### config.mk
export PLATFORM = sky130hd
export DESIGN_NAME = dct_regs
export DESIGN_NICKNAME = d
export VERILOG_FILES = /design/src/design/dct_pkg.sv /design/src/design/dct_regs.sv
export SDC_FILE = /design/constraint.sdc
export NUM_CORES = 1
export LEC_CHECK = 0
export BUFFER_PORTS_ARGS = -buffer_cell sky130_fd_sc_hd__buf_2
export CAP_MARGIN = 15
export CORE_MARGIN = 4
export CORE_UTILIZATION = 54
export DETAILED_ROUTE_END_ITERATION = 10
export GPL_TIMING_DRIVEN = 1
export PLACE_DENSITY = 0.87
export RECOVER_POWER = 25
export SYNTH_ARGS = -nofsm -noshare
export SYNTH_HDL_FRONTEND = slang
export SYNTH_SLANG_ARGS = --single-unit
### constraint.sdc
create_clock -name ref_clk -period 6.5 [get_ports ref_clk]
set_input_delay 1.3 -clock ref_clk [delete_from_list [all_inputs] [get_ports ref_clk]]
set_output_delay 1.3 -clock ref_clk [all_outputs]
set_load 0.1 [all_outputs]
### src/design/dct_pkg.sv
package dct_pkg;

  // ****************************************
  // Register indices
  // ****************************************
  localparam logic [3:0] IDX_CMP_A_HIGH     = 4'h0;
  localparam logic [3:0] IDX_CMP_A_LOW      = 4'h1;
  localparam logic [3:0] IDX_CMP_B_HIGH     = 4'h2;
  localparam logic [3:0] IDX_CMP_B_LOW      = 4'h3;
  localparam logic [3:0] IDX_FIFO_HIGH      = 4'h4;
  localparam logic [3:0] IDX_FIFO_LOW       = 4'h5;
  localparam logic [3:0] IDX_TRACE_CONTROL  = 4'h6;
  localparam logic [3:0] IDX_FORCE_RESET    = 4'h9;

  // ****************************************
  // Field positions
  // ****************************************
  localparam int BIT_ENABLE      = 7;
  localparam int BIT_ARM         = 6;
  localparam int BIT_TAG         = 5;
  localparam int BIT_BRK_EN      = 4;
  localparam int BIT_A_DIR_VAL   = 3;
  localparam int BIT_A_DIR_EN    = 2;
  localparam int BIT_B_DIR_VAL   = 1;
  localparam int BIT_B_DIR_EN    = 0;
  localparam int BIT_FORCE_RESET = 0;

  // ****************************************
  // Reset values and sizes
  // ****************************************
  localparam logic [7:0]  RST_BYTE    = 8'h00;
  localparam logic [15:0] RST_WORD    = 16'h0000;
  localparam int          FIFO_DEPTH  = 8;
  localparam logic [3:0]  FIFO_FULL   = 4'h8;
  localparam int          BUF_ENTRIES = 2;

  // ****************************************
  // Carriers
  // ****************************************
  typedef struct packed {
    logic [3:0] sel;
    logic       wr;
    logic       rd;
    logic       from_debug;
    logic [7:0] wdata;
  } dct_bus_req_s;

  typedef struct packed {
    logic        valid;
    logic        read;
    logic [15:0] addr;
    logic [7:0]  data;
  } dct_mon_s;

endpackage : dct_pkg

### src/design/dct_regs.sv
// Function
// - Force-reset register always reads zero.
// - Force-reset writes from CPU programs are ignored; only debug-path writes act.
// - Debug-path write of one to bit 0 starts a full system reset.
// - Four comparator bytes reset to zero and are always readable.
// - Comparator byte writes are blocked while arm is one.
// - Eight bytes: two comparators, FIFO window, two control and status registers.
// - FIFO high byte reads upper byte of current word; writes do nothing.
// - Event-only modes store only low bytes; high byte reads zero.
// - Reading FIFO high byte leaves the read position unchanged.
// - Reading FIFO low byte returns low byte then advances; writes ignored.
// - Low-byte reads while armed do not advance the FIFO.
// - Low-byte read while unarmed stores last opcode address into last slot.
// - Profiling: FIFO is an eight-deep delay line; ninth read returns first.
// - Control register is readable and writable at all times.
// - Enable bit cannot become one while the device is secured.
// - Arm write with enable bit one sets arm and flag; run end clears; zero write stops.
// - Bit 5 picks force or tag break; ignored when break enable is zero.
// - Break on trigger in end trace, on FIFO full in begin trace.
// - Comparator A direction qualified by bit 3 when bit 2 is set.
// - Comparator B direction qualified by bit 1 when bit 0 is set.
// - Run ends on full FIFO in begin trace or trigger in end trace.
`timescale 1ns/1ps
`default_nettype none

module dct_regs (
  input  wire logic                 ref_clk,
  input  wire logic                 rst_b,
  input  wire dct_pkg::dct_bus_req_s bus_req,
  output logic [7:0]                rdata,
  input  wire dct_pkg::dct_mon_s    mon,
  output logic                      mon_ready,
  input  wire logic [15:0]          opcode_addr,
  input  wire logic                 secured,
  input  wire logic                 event_only_mode,
  input  wire logic                 begin_trace,
  output logic                      force_reset,
  output logic                      break_req,
  output logic                      break_tag,
  output logic                      arm_flag,
  output logic [3:0]                fifo_count
);

  // ****************************************
  // Storage
  // ****************************************
  logic [7:0]  cmp_a_high;
  logic [7:0]  cmp_a_low;
  logic [7:0]  cmp_b_high;
  logic [7:0]  cmp_b_low;
  logic [7:0]  trace_control;
  logic [15:0] fifo_mem [dct_pkg::FIFO_DEPTH];
  logic [15:0] buf_mem [dct_pkg::BUF_ENTRIES];
  logic [1:0]  buf_cnt;
  logic        triggered;

  // ****************************************
  // Decode
  // ****************************************
  function automatic logic hit(input logic [3:0] sel, input logic [3:0] idx);
    hit = (sel == idx);
  endfunction : hit

  function automatic logic dir_ok(input logic en, input logic val, input logic rd);
    dir_ok = !en || (val == rd);
  endfunction : dir_ok

  logic armed;
  logic wr_ctrl;
  logic wr_cmp_ok;
  logic lo_read;
  logic match_a;
  logic match_b;
  logic trig;
  logic buf_in_valid;
  logic buf_out_valid;
  logic buf_out_ready;
  logic buf_push;
  logic buf_pop;
  logic store;
  logic run_end;
  logic arm_start;
  logic [15:0] cap_word;

  assign armed     = trace_control[dct_pkg::BIT_ARM];
  assign wr_ctrl   = bus_req.wr && hit(bus_req.sel, dct_pkg::IDX_TRACE_CONTROL);
  assign wr_cmp_ok = bus_req.wr && !armed;
  assign lo_read   = bus_req.rd && hit(bus_req.sel, dct_pkg::IDX_FIFO_LOW);
  assign arm_start = wr_ctrl && bus_req.wdata[dct_pkg::BIT_ARM] && !armed
                     && bus_req.wdata[dct_pkg::BIT_ENABLE]
                     && (trace_control[dct_pkg::BIT_ENABLE] || !secured);

  // ****************************************
  // Comparators
  // ****************************************
  assign match_a = mon.valid && (mon.addr == {cmp_a_high, cmp_a_low})
                   && dir_ok(trace_control[dct_pkg::BIT_A_DIR_EN],
                             trace_control[dct_pkg::BIT_A_DIR_VAL], mon.read);
  assign match_b = mon.valid && (mon.addr == {cmp_b_high, cmp_b_low})
                   && dir_ok(trace_control[dct_pkg::BIT_B_DIR_EN],
                             trace_control[dct_pkg::BIT_B_DIR_VAL], mon.read);
  assign trig    = armed && match_a;
  assign cap_word = event_only_mode ? {dct_pkg::RST_BYTE, mon.data} : mon.addr;

  // ****************************************
  // Two-entry capture buffer
  // ****************************************
  assign buf_in_valid  = armed && (match_a || match_b);
  assign mon_ready     = (buf_cnt != 2'd2);
  assign buf_out_valid = (buf_cnt != 2'd0);
  assign buf_out_ready = !lo_read;
  assign buf_push      = buf_in_valid && mon_ready;
  assign buf_pop       = buf_out_valid && buf_out_ready;
  assign store = buf_pop && armed && (!begin_trace || triggered || trig)
                 && !(begin_trace && fifo_count == dct_pkg::FIFO_FULL);

  always_ff @(posedge ref_clk) begin
    if (!rst_b) begin
      buf_cnt    <= 2'd0;
      buf_mem[0] <= dct_pkg::RST_WORD;
      buf_mem[1] <= dct_pkg::RST_WORD;
    end else begin
      case ({buf_push, buf_pop})
        2'b10: begin
          if (buf_cnt == 2'd0) begin
            buf_mem[0] <= cap_word;
          end else begin
            buf_mem[1] <= cap_word;
          end
          buf_cnt <= buf_cnt + 2'd1;
        end
        2'b01: begin
          buf_mem[0] <= buf_mem[1];
          buf_cnt    <= buf_cnt - 2'd1;
        end
        2'b11: begin
          buf_mem[0] <= cap_word;
        end
        default: begin
          buf_cnt <= buf_cnt;
        end
      endcase
    end
  end

  // ****************************************
  // Comparator registers
  // ****************************************
  always_ff @(posedge ref_clk) begin
    if (!rst_b) begin
      cmp_a_high <= dct_pkg::RST_BYTE;
      cmp_a_low  <= dct_pkg::RST_BYTE;
      cmp_b_high <= dct_pkg::RST_BYTE;
      cmp_b_low  <= dct_pkg::RST_BYTE;
    end else if (wr_cmp_ok) begin
      if (hit(bus_req.sel, dct_pkg::IDX_CMP_A_HIGH)) begin
        cmp_a_high <= bus_req.wdata;
      end else if (hit(bus_req.sel, dct_pkg::IDX_CMP_A_LOW)) begin
        cmp_a_low <= bus_req.wdata;
      end else if (hit(bus_req.sel, dct_pkg::IDX_CMP_B_HIGH)) begin
        cmp_b_high <= bus_req.wdata;
      end else if (hit(bus_req.sel, dct_pkg::IDX_CMP_B_LOW)) begin
        cmp_b_low <= bus_req.wdata;
      end
    end
  end

  // ****************************************
  // Control register and run state
  // ****************************************
  assign run_end = armed && ((!begin_trace && trig)
                   || (begin_trace && store
                       && fifo_count == dct_pkg::FIFO_FULL - 4'd1));

  always_ff @(posedge ref_clk) begin
    if (!rst_b) begin
      trace_control <= dct_pkg::RST_BYTE;
    end else if (wr_ctrl) begin
      trace_control <= bus_req.wdata;
      trace_control[dct_pkg::BIT_ENABLE] <= bus_req.wdata[dct_pkg::BIT_ENABLE]
        && (trace_control[dct_pkg::BIT_ENABLE] || !secured);
      trace_control[dct_pkg::BIT_ARM] <= bus_req.wdata[dct_pkg::BIT_ARM]
        && bus_req.wdata[dct_pkg::BIT_ENABLE]
        && (trace_control[dct_pkg::BIT_ENABLE] || !secured);
    end else if (run_end) begin
      trace_control[dct_pkg::BIT_ARM] <= 1'b0;
    end
  end

  assign arm_flag = armed && trace_control[dct_pkg::BIT_ENABLE];

  always_ff @(posedge ref_clk) begin
    if (!rst_b) begin
      triggered <= 1'b0;
    end else if (arm_start || !armed) begin
      triggered <= 1'b0;
    end else if (trig) begin
      triggered <= 1'b1;
    end
  end

  // ****************************************
  // Trace FIFO
  // ****************************************
  always_ff @(posedge ref_clk) begin
    if (!rst_b) begin
      for (int i = 0; i < dct_pkg::FIFO_DEPTH; i++) begin
        fifo_mem[i] <= dct_pkg::RST_WORD;
      end
    end else if ((lo_read && !armed) || store) begin
      for (int i = 0; i < dct_pkg::FIFO_DEPTH - 1; i++) begin
        fifo_mem[i] <= fifo_mem[i + 1];
      end
      fifo_mem[dct_pkg::FIFO_DEPTH - 1] <= store ? buf_mem[0] : opcode_addr;
    end
  end

  always_ff @(posedge ref_clk) begin
    if (!rst_b) begin
      fifo_count <= 4'h0;
    end else if (arm_start) begin
      fifo_count <= 4'h0;
    end else if (store && fifo_count != dct_pkg::FIFO_FULL) begin
      fifo_count <= fifo_count + 4'h1;
    end
  end

  // ****************************************
  // Break requests
  // ****************************************
  always_ff @(posedge ref_clk) begin
    if (!rst_b) begin
      break_req <= 1'b0;
      break_tag <= 1'b0;
    end else begin
      break_req <= trace_control[dct_pkg::BIT_BRK_EN] && run_end;
      break_tag <= trace_control[dct_pkg::BIT_BRK_EN]
                   && trace_control[dct_pkg::BIT_TAG];
    end
  end

  // ****************************************
  // Force reset
  // ****************************************
  always_ff @(posedge ref_clk) begin
    if (!rst_b) begin
      force_reset <= 1'b0;
    end else begin
      force_reset <= bus_req.wr && bus_req.from_debug
                     && hit(bus_req.sel, dct_pkg::IDX_FORCE_RESET)
                     && bus_req.wdata[dct_pkg::BIT_FORCE_RESET];
    end
  end

  // ****************************************
  // Read data
  // ****************************************
  always_ff @(posedge ref_clk) begin
    if (!rst_b) begin
      rdata <= dct_pkg::RST_BYTE;
    end else if (!bus_req.rd) begin
      rdata <= rdata;
    end else if (hit(bus_req.sel, dct_pkg::IDX_CMP_A_HIGH)) begin
      rdata <= cmp_a_high;
    end else if (hit(bus_req.sel, dct_pkg::IDX_CMP_A_LOW)) begin
      rdata <= cmp_a_low;
    end else if (hit(bus_req.sel, dct_pkg::IDX_CMP_B_HIGH)) begin
      rdata <= cmp_b_high;
    end else if (hit(bus_req.sel, dct_pkg::IDX_CMP_B_LOW)) begin
      rdata <= cmp_b_low;
    end else if (hit(bus_req.sel, dct_pkg::IDX_FIFO_HIGH)) begin
      rdata <= event_only_mode ? dct_pkg::RST_BYTE : fifo_mem[0][15:8];
    end else if (hit(bus_req.sel, dct_pkg::IDX_FIFO_LOW)) begin
      rdata <= fifo_mem[0][7:0];
    end else if (hit(bus_req.sel, dct_pkg::IDX_TRACE_CONTROL)) begin
      rdata <= trace_control;
    end else begin
      rdata <= dct_pkg::RST_BYTE;
    end
  end

endmodule : dct_regs

`default_nettype wire

==> results of run 1 <==
cells in the final DEF, fill, tap and decap left out, types with 4 or more instances in the layout:
| master | synthesis | routed |
|---|---|---|
| buf_2 | 4 | 58 |
| a21oi_1 | 43 | 43 |
| dfxtp_1 | 58 | 58 |
| nand2_1 | 58 | 58 |
| clkbuf_1 | 32 | 29 |
| nand4_1 | 4 | 4 |
| nor2_1 | 68 | 68 |
| nor4_1 | 7 | 7 |
| and2_0 | 0 | 12 |
| edfxtp_1 | 160 | 160 |
| a32o_1 | 4 | 4 |
| o21ai_0 | 47 | 46 |
| clkbuf_16 | 0 | 22 |
| a22oi_1 | 9 | 9 |
| nor2b_1 | 3 | 4 |
| and2_1 | 121 | 109 |
| inv_1 | 7 | 7 |
| nand3_1 | 24 | 23 |
| nor3b_1 | 4 | 4 |
| nand2b_1 | 10 | 10 |
| mux2i_1 | 48 | 48 |
| xor2_1 | 30 | 30 |
| ha_1 | 5 | 5 |
| o221ai_1 | 7 | 7 |
| xnor2_1 | 6 | 6 |
registers in the layout, summed over array words and instances, names as in the netlist:
register	cells
fifo_mem	128
buf_mem	32
cmp_a_high	8
cmp_a_low	8
cmp_b_high	8
cmp_b_low	8
rdata	8
trace_control	8
fifo_count	4
buf_cnt	2
break_req	1
break_tag	1
force_reset	1
triggered	1
worst max-delay path, stage by stage:
cell and delay [ns]:
clkbuf_1 0.39, nor2b_1 0.98, a31oi_4 0.31, nand3_1 0.19, o31a_2 0.63, nand3_4 0.64
buf_4 0.66
through the flow:
stage	cells	hold WS, ns	util (%)	area (µm²)
floorplan	802	0.4448	-	9514
global route	1105	0.4902	61.71	10670
finish	1105	0.4720	61.71	10670
global placement	1066	0.4581	57.95	10020
detailed placement	1066	0.4588	57.95	10020
CTS	1105	0.4695	61.91	10710
layout make-up:
class / instances / area, µm²
multi-input combinational: 533 / 3319
tap: 225 / 281.5
timing repair buffer: 83 / 395.4
inverter: 7 / 26.28
clock inverter: 9 / 95.09
sequential: 218 / 5966
fill: 1350 / 6623
clock buffer: 30 / 590.6
per-layer routing:
metal	track usage (%)	share of wire [%]	wire length [µm]	up-vias
li1	-	-	-	2971
met1	29.18	42	8230	2901
met2	29.69	45	8816	291
met3	4.613	10	1973	47
met4	5.507	2.7	523	0
met5	0	0	0	-
kinds of logic after synthesis:
group / after synthesis
xor+xnor: 36
fa+ha+maj: 5
simple gates: 317
flops: 218
mux: 49
buf+inv: 51
compound gates: 126
power by group:
| group | internal (W) | total (W) | switching [W] |
|---|---|---|---|
| combinational | 0.0000685 | 0.000224 | 0.000156 |
| clock | 0.000684 | 0.00120 | 0.000514 |
| sequential | 0.00157 | 0.00160 | 0.0000285 |
worst min-delay path by stage:
stage                                        from                             to  slack [ns]  cells past startpoint
floorplan           trace_control[5]$_SDFFE_PN0P_  trace_control[5]$_SDFFE_PN0P_        0.44                      2
global placement            rdata[5]$_SDFFE_PN0P_          rdata[5]$_SDFFE_PN0P_        0.46                      2
detailed placement          rdata[2]$_SDFFE_PN0P_          rdata[2]$_SDFFE_PN0P_        0.46                      2
CTS                         rdata[2]$_SDFFE_PN0P_          rdata[2]$_SDFFE_PN0P_        0.47                      2
global route                rdata[2]$_SDFFE_PN0P_          rdata[2]$_SDFFE_PN0P_        0.49                      2
finish                      rdata[7]$_SDFFE_PN0P_          rdata[7]$_SDFFE_PN0P_        0.47                      2
==> impl_metrics.tcl, run 1 <==
set metrics [dict create \
    portBuffers 78 \
    vdd_ir_drop_max_mv 0.2510 \
    vias_per_cell 5.620 \
    final.min_clock_period_ns 5.041 \
    status "finished, violations left" \
    grt_max_degree 97 \
    diodes 0 \
    synthFlopType "edfxtp_1" \
    crit_start "bus_req[12]" \
    r2r_cells 6 \
    numCtsBuffers 22 \
    yosys-top-cells-area "edfxtp_1 51%, dfxtp_1 12%, and2_1 8.0%, mux2i_1 5.1%, xor2_1 2.8%" \
    coreArea_um2 17300 \
    rsz0062_at_grt "no" \
    end_kind "register" \
    violations "max-capacitance violations, max-slew violations" \
    synth_top_cell_by_area "edfxtp_1" \
    setup_viol 0 \
    clk_pin_slew_ns 0.06 \
    rows 48 \
    grt_use_total_pct 19.80 \
    cts_resized 0 \
    synth-simple-area-share_pct 17.47 \
    pin_count 79 \
    avgSynthCellArea_um2 11.86 \
    die_w_um 140.7 \
    finalPower_w 0.003024 \
    die-area_um2 19800 \
    clock_latency_ns 0.50 \
    synth_mux_area_share_pct 5.171 \
    place_ws_ns 1.637 \
    vias 6210 \
    powerDensity_nw_per_um2 283.3 \
    fmax_mhz 198.4 \
    dp_hpwl_mm 13.47 \
    tns_ns 0 \
    routed_wl_mm 19.54 \
    synth_commonest_cells "160 x edfxtp_1, 121 x and2_1, 68 x nor2_1" \
    cts_max_path_buffers 3 \
    drt.antenna.violating_nets 0 \
    ys_ff_latch 218 \
    antenna_found_initial 0 \
    synth_most_common_cell "edfxtp_1" \
    initial_core_util_pct 54.98 \
    ys_async_sr_fraction_pct 0 \
    r2r-start "cmp_a_high[5]$_SDFFE_PN0P_" \
    cts_setup_buffers 0 \
    gp_congestion 0.9541 \
    hold_viol_final 0 \
    clkSinkCount 218 \
    tritoncts "yes" \
    slew_violations 50 \
    crit_path_max_fanout 80 \
    dr.first_iter.drc_count 615 \
    worst_pin_slew_ns 2.137 \
    hold_path.class "reg2reg" \
    post-route-period-util_pct 77.55 \
    crit_path_start_kind "primary input" \
    cts_root_buf "clkbuf_16" \
    yosysTopAreaCellShare_pct 50.53 \
    ys_seq_area_share_pct 62.74 \
    synthXorXnorAreaFrac_pct 3.316 \
    fin_nets 932 \
    syn_to_final_growth_pct 12.25 \
    synth_top_family_by_area "simple AND/OR/NAND/NOR gates" \
    maxSlewHeadroom_pct -42.49 \
    worst_ep_arrival_time_ns 5.17 \
    required_ns 6.63 \
    drtPass1Iterations 6 \
    endpoint "fifo_mem[1][53]$_SDFFCE_PN0P_" \
    max_cap_viol_count 1 \
    yosysUniqueCellTypes 48 \
    r2r_slack_ns 2.83 \
    syn_inst 802 \
    synthesis.nets 869 \
    p_leak_nw 4.133 \
    grt.overflow.total 0 \
    drive_above_1_share_pct 11.36 \
    synth-adder-area-share_pct 0.6579 \
    netlist_area_um2 9509 \
    yosysWarnings 0 \
    synth_edf_count 160 \
    cts_max_level 1 \
    synth_compound_area_share_pct 8.184 \
    worstSetupPathType "in2reg" \
    drcViolationCount 0 \
    r2r_end "fifo_mem[1][53]$_SDFFCE_PN0P_" \
    wl_per_cell_um 17.69 \
    ctsHoldBuffers 0 \
    grt_pass1_vias 5820 \
    grt_pass1_wl_mm 31.09 \
    die_h_um 140.7 \
    skew_ns 0.01565 \
    fin_ws_ns 1.459 \
]
No activity file was read; power rests on OpenSTA's default activity.
==> run 2, diff against run 1 <==
--- a/config.mk
+++ b/config.mk
@@ -5,6 +5,7 @@
 export SDC_FILE = /design/constraint.sdc
 export NUM_CORES = 1
 export LEC_CHECK = 0
+export ABC_AREA = 1
 export BUFFER_PORTS_ARGS = -buffer_cell sky130_fd_sc_hd__buf_2
 export CAP_MARGIN = 15
 export CORE_MARGIN = 4
==> constraint.sdc (replaced) <==
create_clock -name ref_clk -period 4.09 [get_ports ref_clk]
set_input_delay 0.818 -clock ref_clk [delete_from_list [all_inputs] [get_ports ref_clk]]
set_output_delay 0.818 -clock ref_clk [all_outputs]
set_load 0.1 [all_outputs]
==> run 2 against run 1 <==
Against the previous run: combinational power up 100%; the flow now finishes without violations; die area up 5.9%; critical path depth up 5; sequential share of layout area down 3.7 points; largest power group unchanged; count of clock-buffer cells in the layout down 3; design area up 7.0%; hold slack worse by 0.0084 ns; global-route usage up 3.5 points; final cell count up 25%.
==> impl_metrics.tcl, run 2 <==
set metrics [dict create \
    status "completed" \
    die_w_um 144.8 \
    tritoncts "yes" \
    drive_above_1_share_pct 14.52 \
    final_common_cell "inv_1" \
    synth_edf_count 160 \
    end_kind "register" \
    vias 7488 \
    synth_commonest_cells "183 x inv_1, 162 x nand2_1, 160 x edfxtp_1" \
    post-route-period-util_pct 82.61 \
    synthesis.nets 1136 \
    clk_pin_slew_ns 0.06 \
    yosys-top-cells-area "edfxtp_1 48%, dfxtp_1 11%, inv_1 6.8%, nand2_1 6.0%, nor2_1 4.8%" \
    syn_to_final_growth_pct 13.12 \
    vdd_ir_drop_max_mv 0.3169 \
    rows 49 \
    largest_reg_flops 128 \
    slew_violations 0 \
    dr.first_iter.drc_count 779 \
    cts_max_level 1 \
    pin_count 79 \
    p_leak_nw 4.626 \
    antenna_found_initial 0 \
    reg.largest.list "fifo_mem: 128 flops, buf_mem: 32 flops" \
    coreArea_um2 18210 \
    top_register "fifo_mem" \
    avgSynthCellArea_um2 9.448 \
    numCtsBuffers 23 \
    cts_resized 0 \
    diodes 0 \
    syn_inst 1069 \
    yosysUniqueCellTypes 35 \
    final.min_clock_period_ns 3.379 \
    most-common-layout-cells "183 x inv_1, 164 x nand2_1, 160 x edfxtp_1" \
    vias_per_cell 5.403 \
    yosysTopAreaCellShare_pct 47.57 \
    clkSinkCount 218 \
    ys_ff_latch 218 \
    grt_use_total_pct 23.34 \
    initial_core_util_pct 55.47 \
    netlist_area_um2 10100 \
    ctsHoldBuffers 0 \
    die_h_um 144.8 \
    cts_root_buf "clkbuf_16" \
    yosysWarnings 0 \
    gp_congestion 1.019 \
    die-area_um2 20960 \
    rsz0062_at_grt "no" \
    post-place-cells 1344 \
    routed_wl_mm 24.20 \
    drtPass1Iterations 6 \
    synth_top_cell_by_area "edfxtp_1" \
    grt_pass1_vias 7029 \
    hold_path.class "reg2reg" \
    synth_most_common_cell "inv_1" \
    dp_hpwl_mm 17.12 \
    portBuffers 78 \
    grt_max_degree 81 \
    drcViolationCount 0 \
    wl_per_cell_um 17.46 \
    worstSetupPathType "in2reg" \
    fmax_mhz 296.0 \
    cts_max_path_buffers 3 \
    crit_path_max_fanout 80 \
    required_ns 4.35 \
    grt.overflow.total 0 \
    max_cap_viol_count 0 \
    instances_no_fill 1386 \
    worst_pin_slew_ns 1.249 \
    worst_ep_arrival_time_ns 3.64 \
    skew_ns 0.01386 \
    setup_viol 0 \
    clock_latency_ns 0.51 \
    drt.antenna.violating_nets 0 \
    hold_viol_final 0 \
    fin_nets 1207 \
    grt_pass1_wl_mm 37.47 \
    maxSlewHeadroom_pct 17.08 \
    crit_path_start_kind "primary input" \
    ys_async_sr_fraction_pct 0 \
    cts_setup_buffers 0 \
    powerDensity_nw_per_um2 458.2 \
    tns_ns 0 \
    ys_seq_area_share_pct 59.07 \
    synthFlopType "edfxtp_1" \
]
[run 2: cell count changes after synthesis, moves of 28 or more]
cell / change
inv_1: +176
nand2_1: +104
nor2_1: +61
nor2_4: +41
xor2_1: -28
o21ai_0: +43
mux2i_1: -46
and2_1: -121
[run 2: worst paths after layout]
path	start	to	slack, ns	cells after the start
max reg2reg	fifo_count[0]$_SDFFE_PP0P_	fifo_mem[0][50]$_SDFFCE_PN0P_	0.88	9
max	bus_req[13]	fifo_mem[0][48]$_SDFFCE_PN0P_	0.71	12
min reg2reg	rdata[0]$_SDFFE_PN0P_	rdata[0]$_SDFFE_PN0P_	0.46	2
min	rdata[0]$_SDFFE_PN0P_	rdata[0]$_SDFFE_PN0P_	0.46	2
[run 2: worst max-delay path: stages]
cell	delay (ns)
buf_2	0.08
inv_1	0.05
nor2_1	0.09
clkbuf_1	0.35
nand3_1	0.28
nand2_1	0.26
nor2_1	0.15
nand2_1	0.41
o21ai_2	0.21
nand2_8	0.54
buf_12	0.31
nor2_4	0.04
[run 2: final cells by class]
cell class / count / area, µm²
clock inverter: 15 / 191.4
timing repair buffer: 88 / 478.0
fill: 1433 / 6784
sequential: 218 / 5966
tap: 229 / 286.5
inverter: 197 / 739.5
clock buffer: 27 / 610.6
multi-input combinational: 612 / 3153
[run 2: per-stage QoR]
stage	power, W	util, %	setup slack, ns	hold WS, ns	instance area [µm²]
after global routing	0.005399	62.74	0.4472	0.4820	11420
after global placement	0.003072	58.56	0.8133	0.4491	10660
after detailed placement	0.003086	58.56	0.6900	0.4522	10660
after CTS	0.005253	62.96	1.149	0.4615	11460
final	0.005235	62.74	0.7112	0.4636	11420
after floorplan	0.002912	-	0.6178	0.4364	10100
[run 2: per-layer routing]
metal  vias to the layer above  GRT usage (%)  wire, µm
met2                       375          38.62     11550
li1                       3615              -         -
met3                        75          4.995      2360
met5                         -              0         0
met1                      3423          30.79      9502
met4                         0          7.707       787
[run 2: kinds of logic after synthesis]
logic type | count (synthesis) | synth area share [%]
DFF | 218 | 59.07
xor gates and xnor gates | 9 | 0.7805
adders and majority gates | 5 | 0.6194
muxes | 2 | 0.1982
AOI/OAI and AO/OA | 182 | 9.663
buffers and inverters | 239 | 9.725
and+or+nand+nor | 414 | 19.95
[run 2: where the power goes]
part | total [W] | switching, W | internal (W) | leakage [nW]
clock network | 0.00219 | 0.000864 | 0.00133 | 0.391
logic | 0.000448 | 0.000339 | 0.000109 | 2.11
registers | 0.00259 | 0.0000621 | 0.00253 | 2.13
total | 0.00523 | 0.00126 | 0.00397 | 4.63
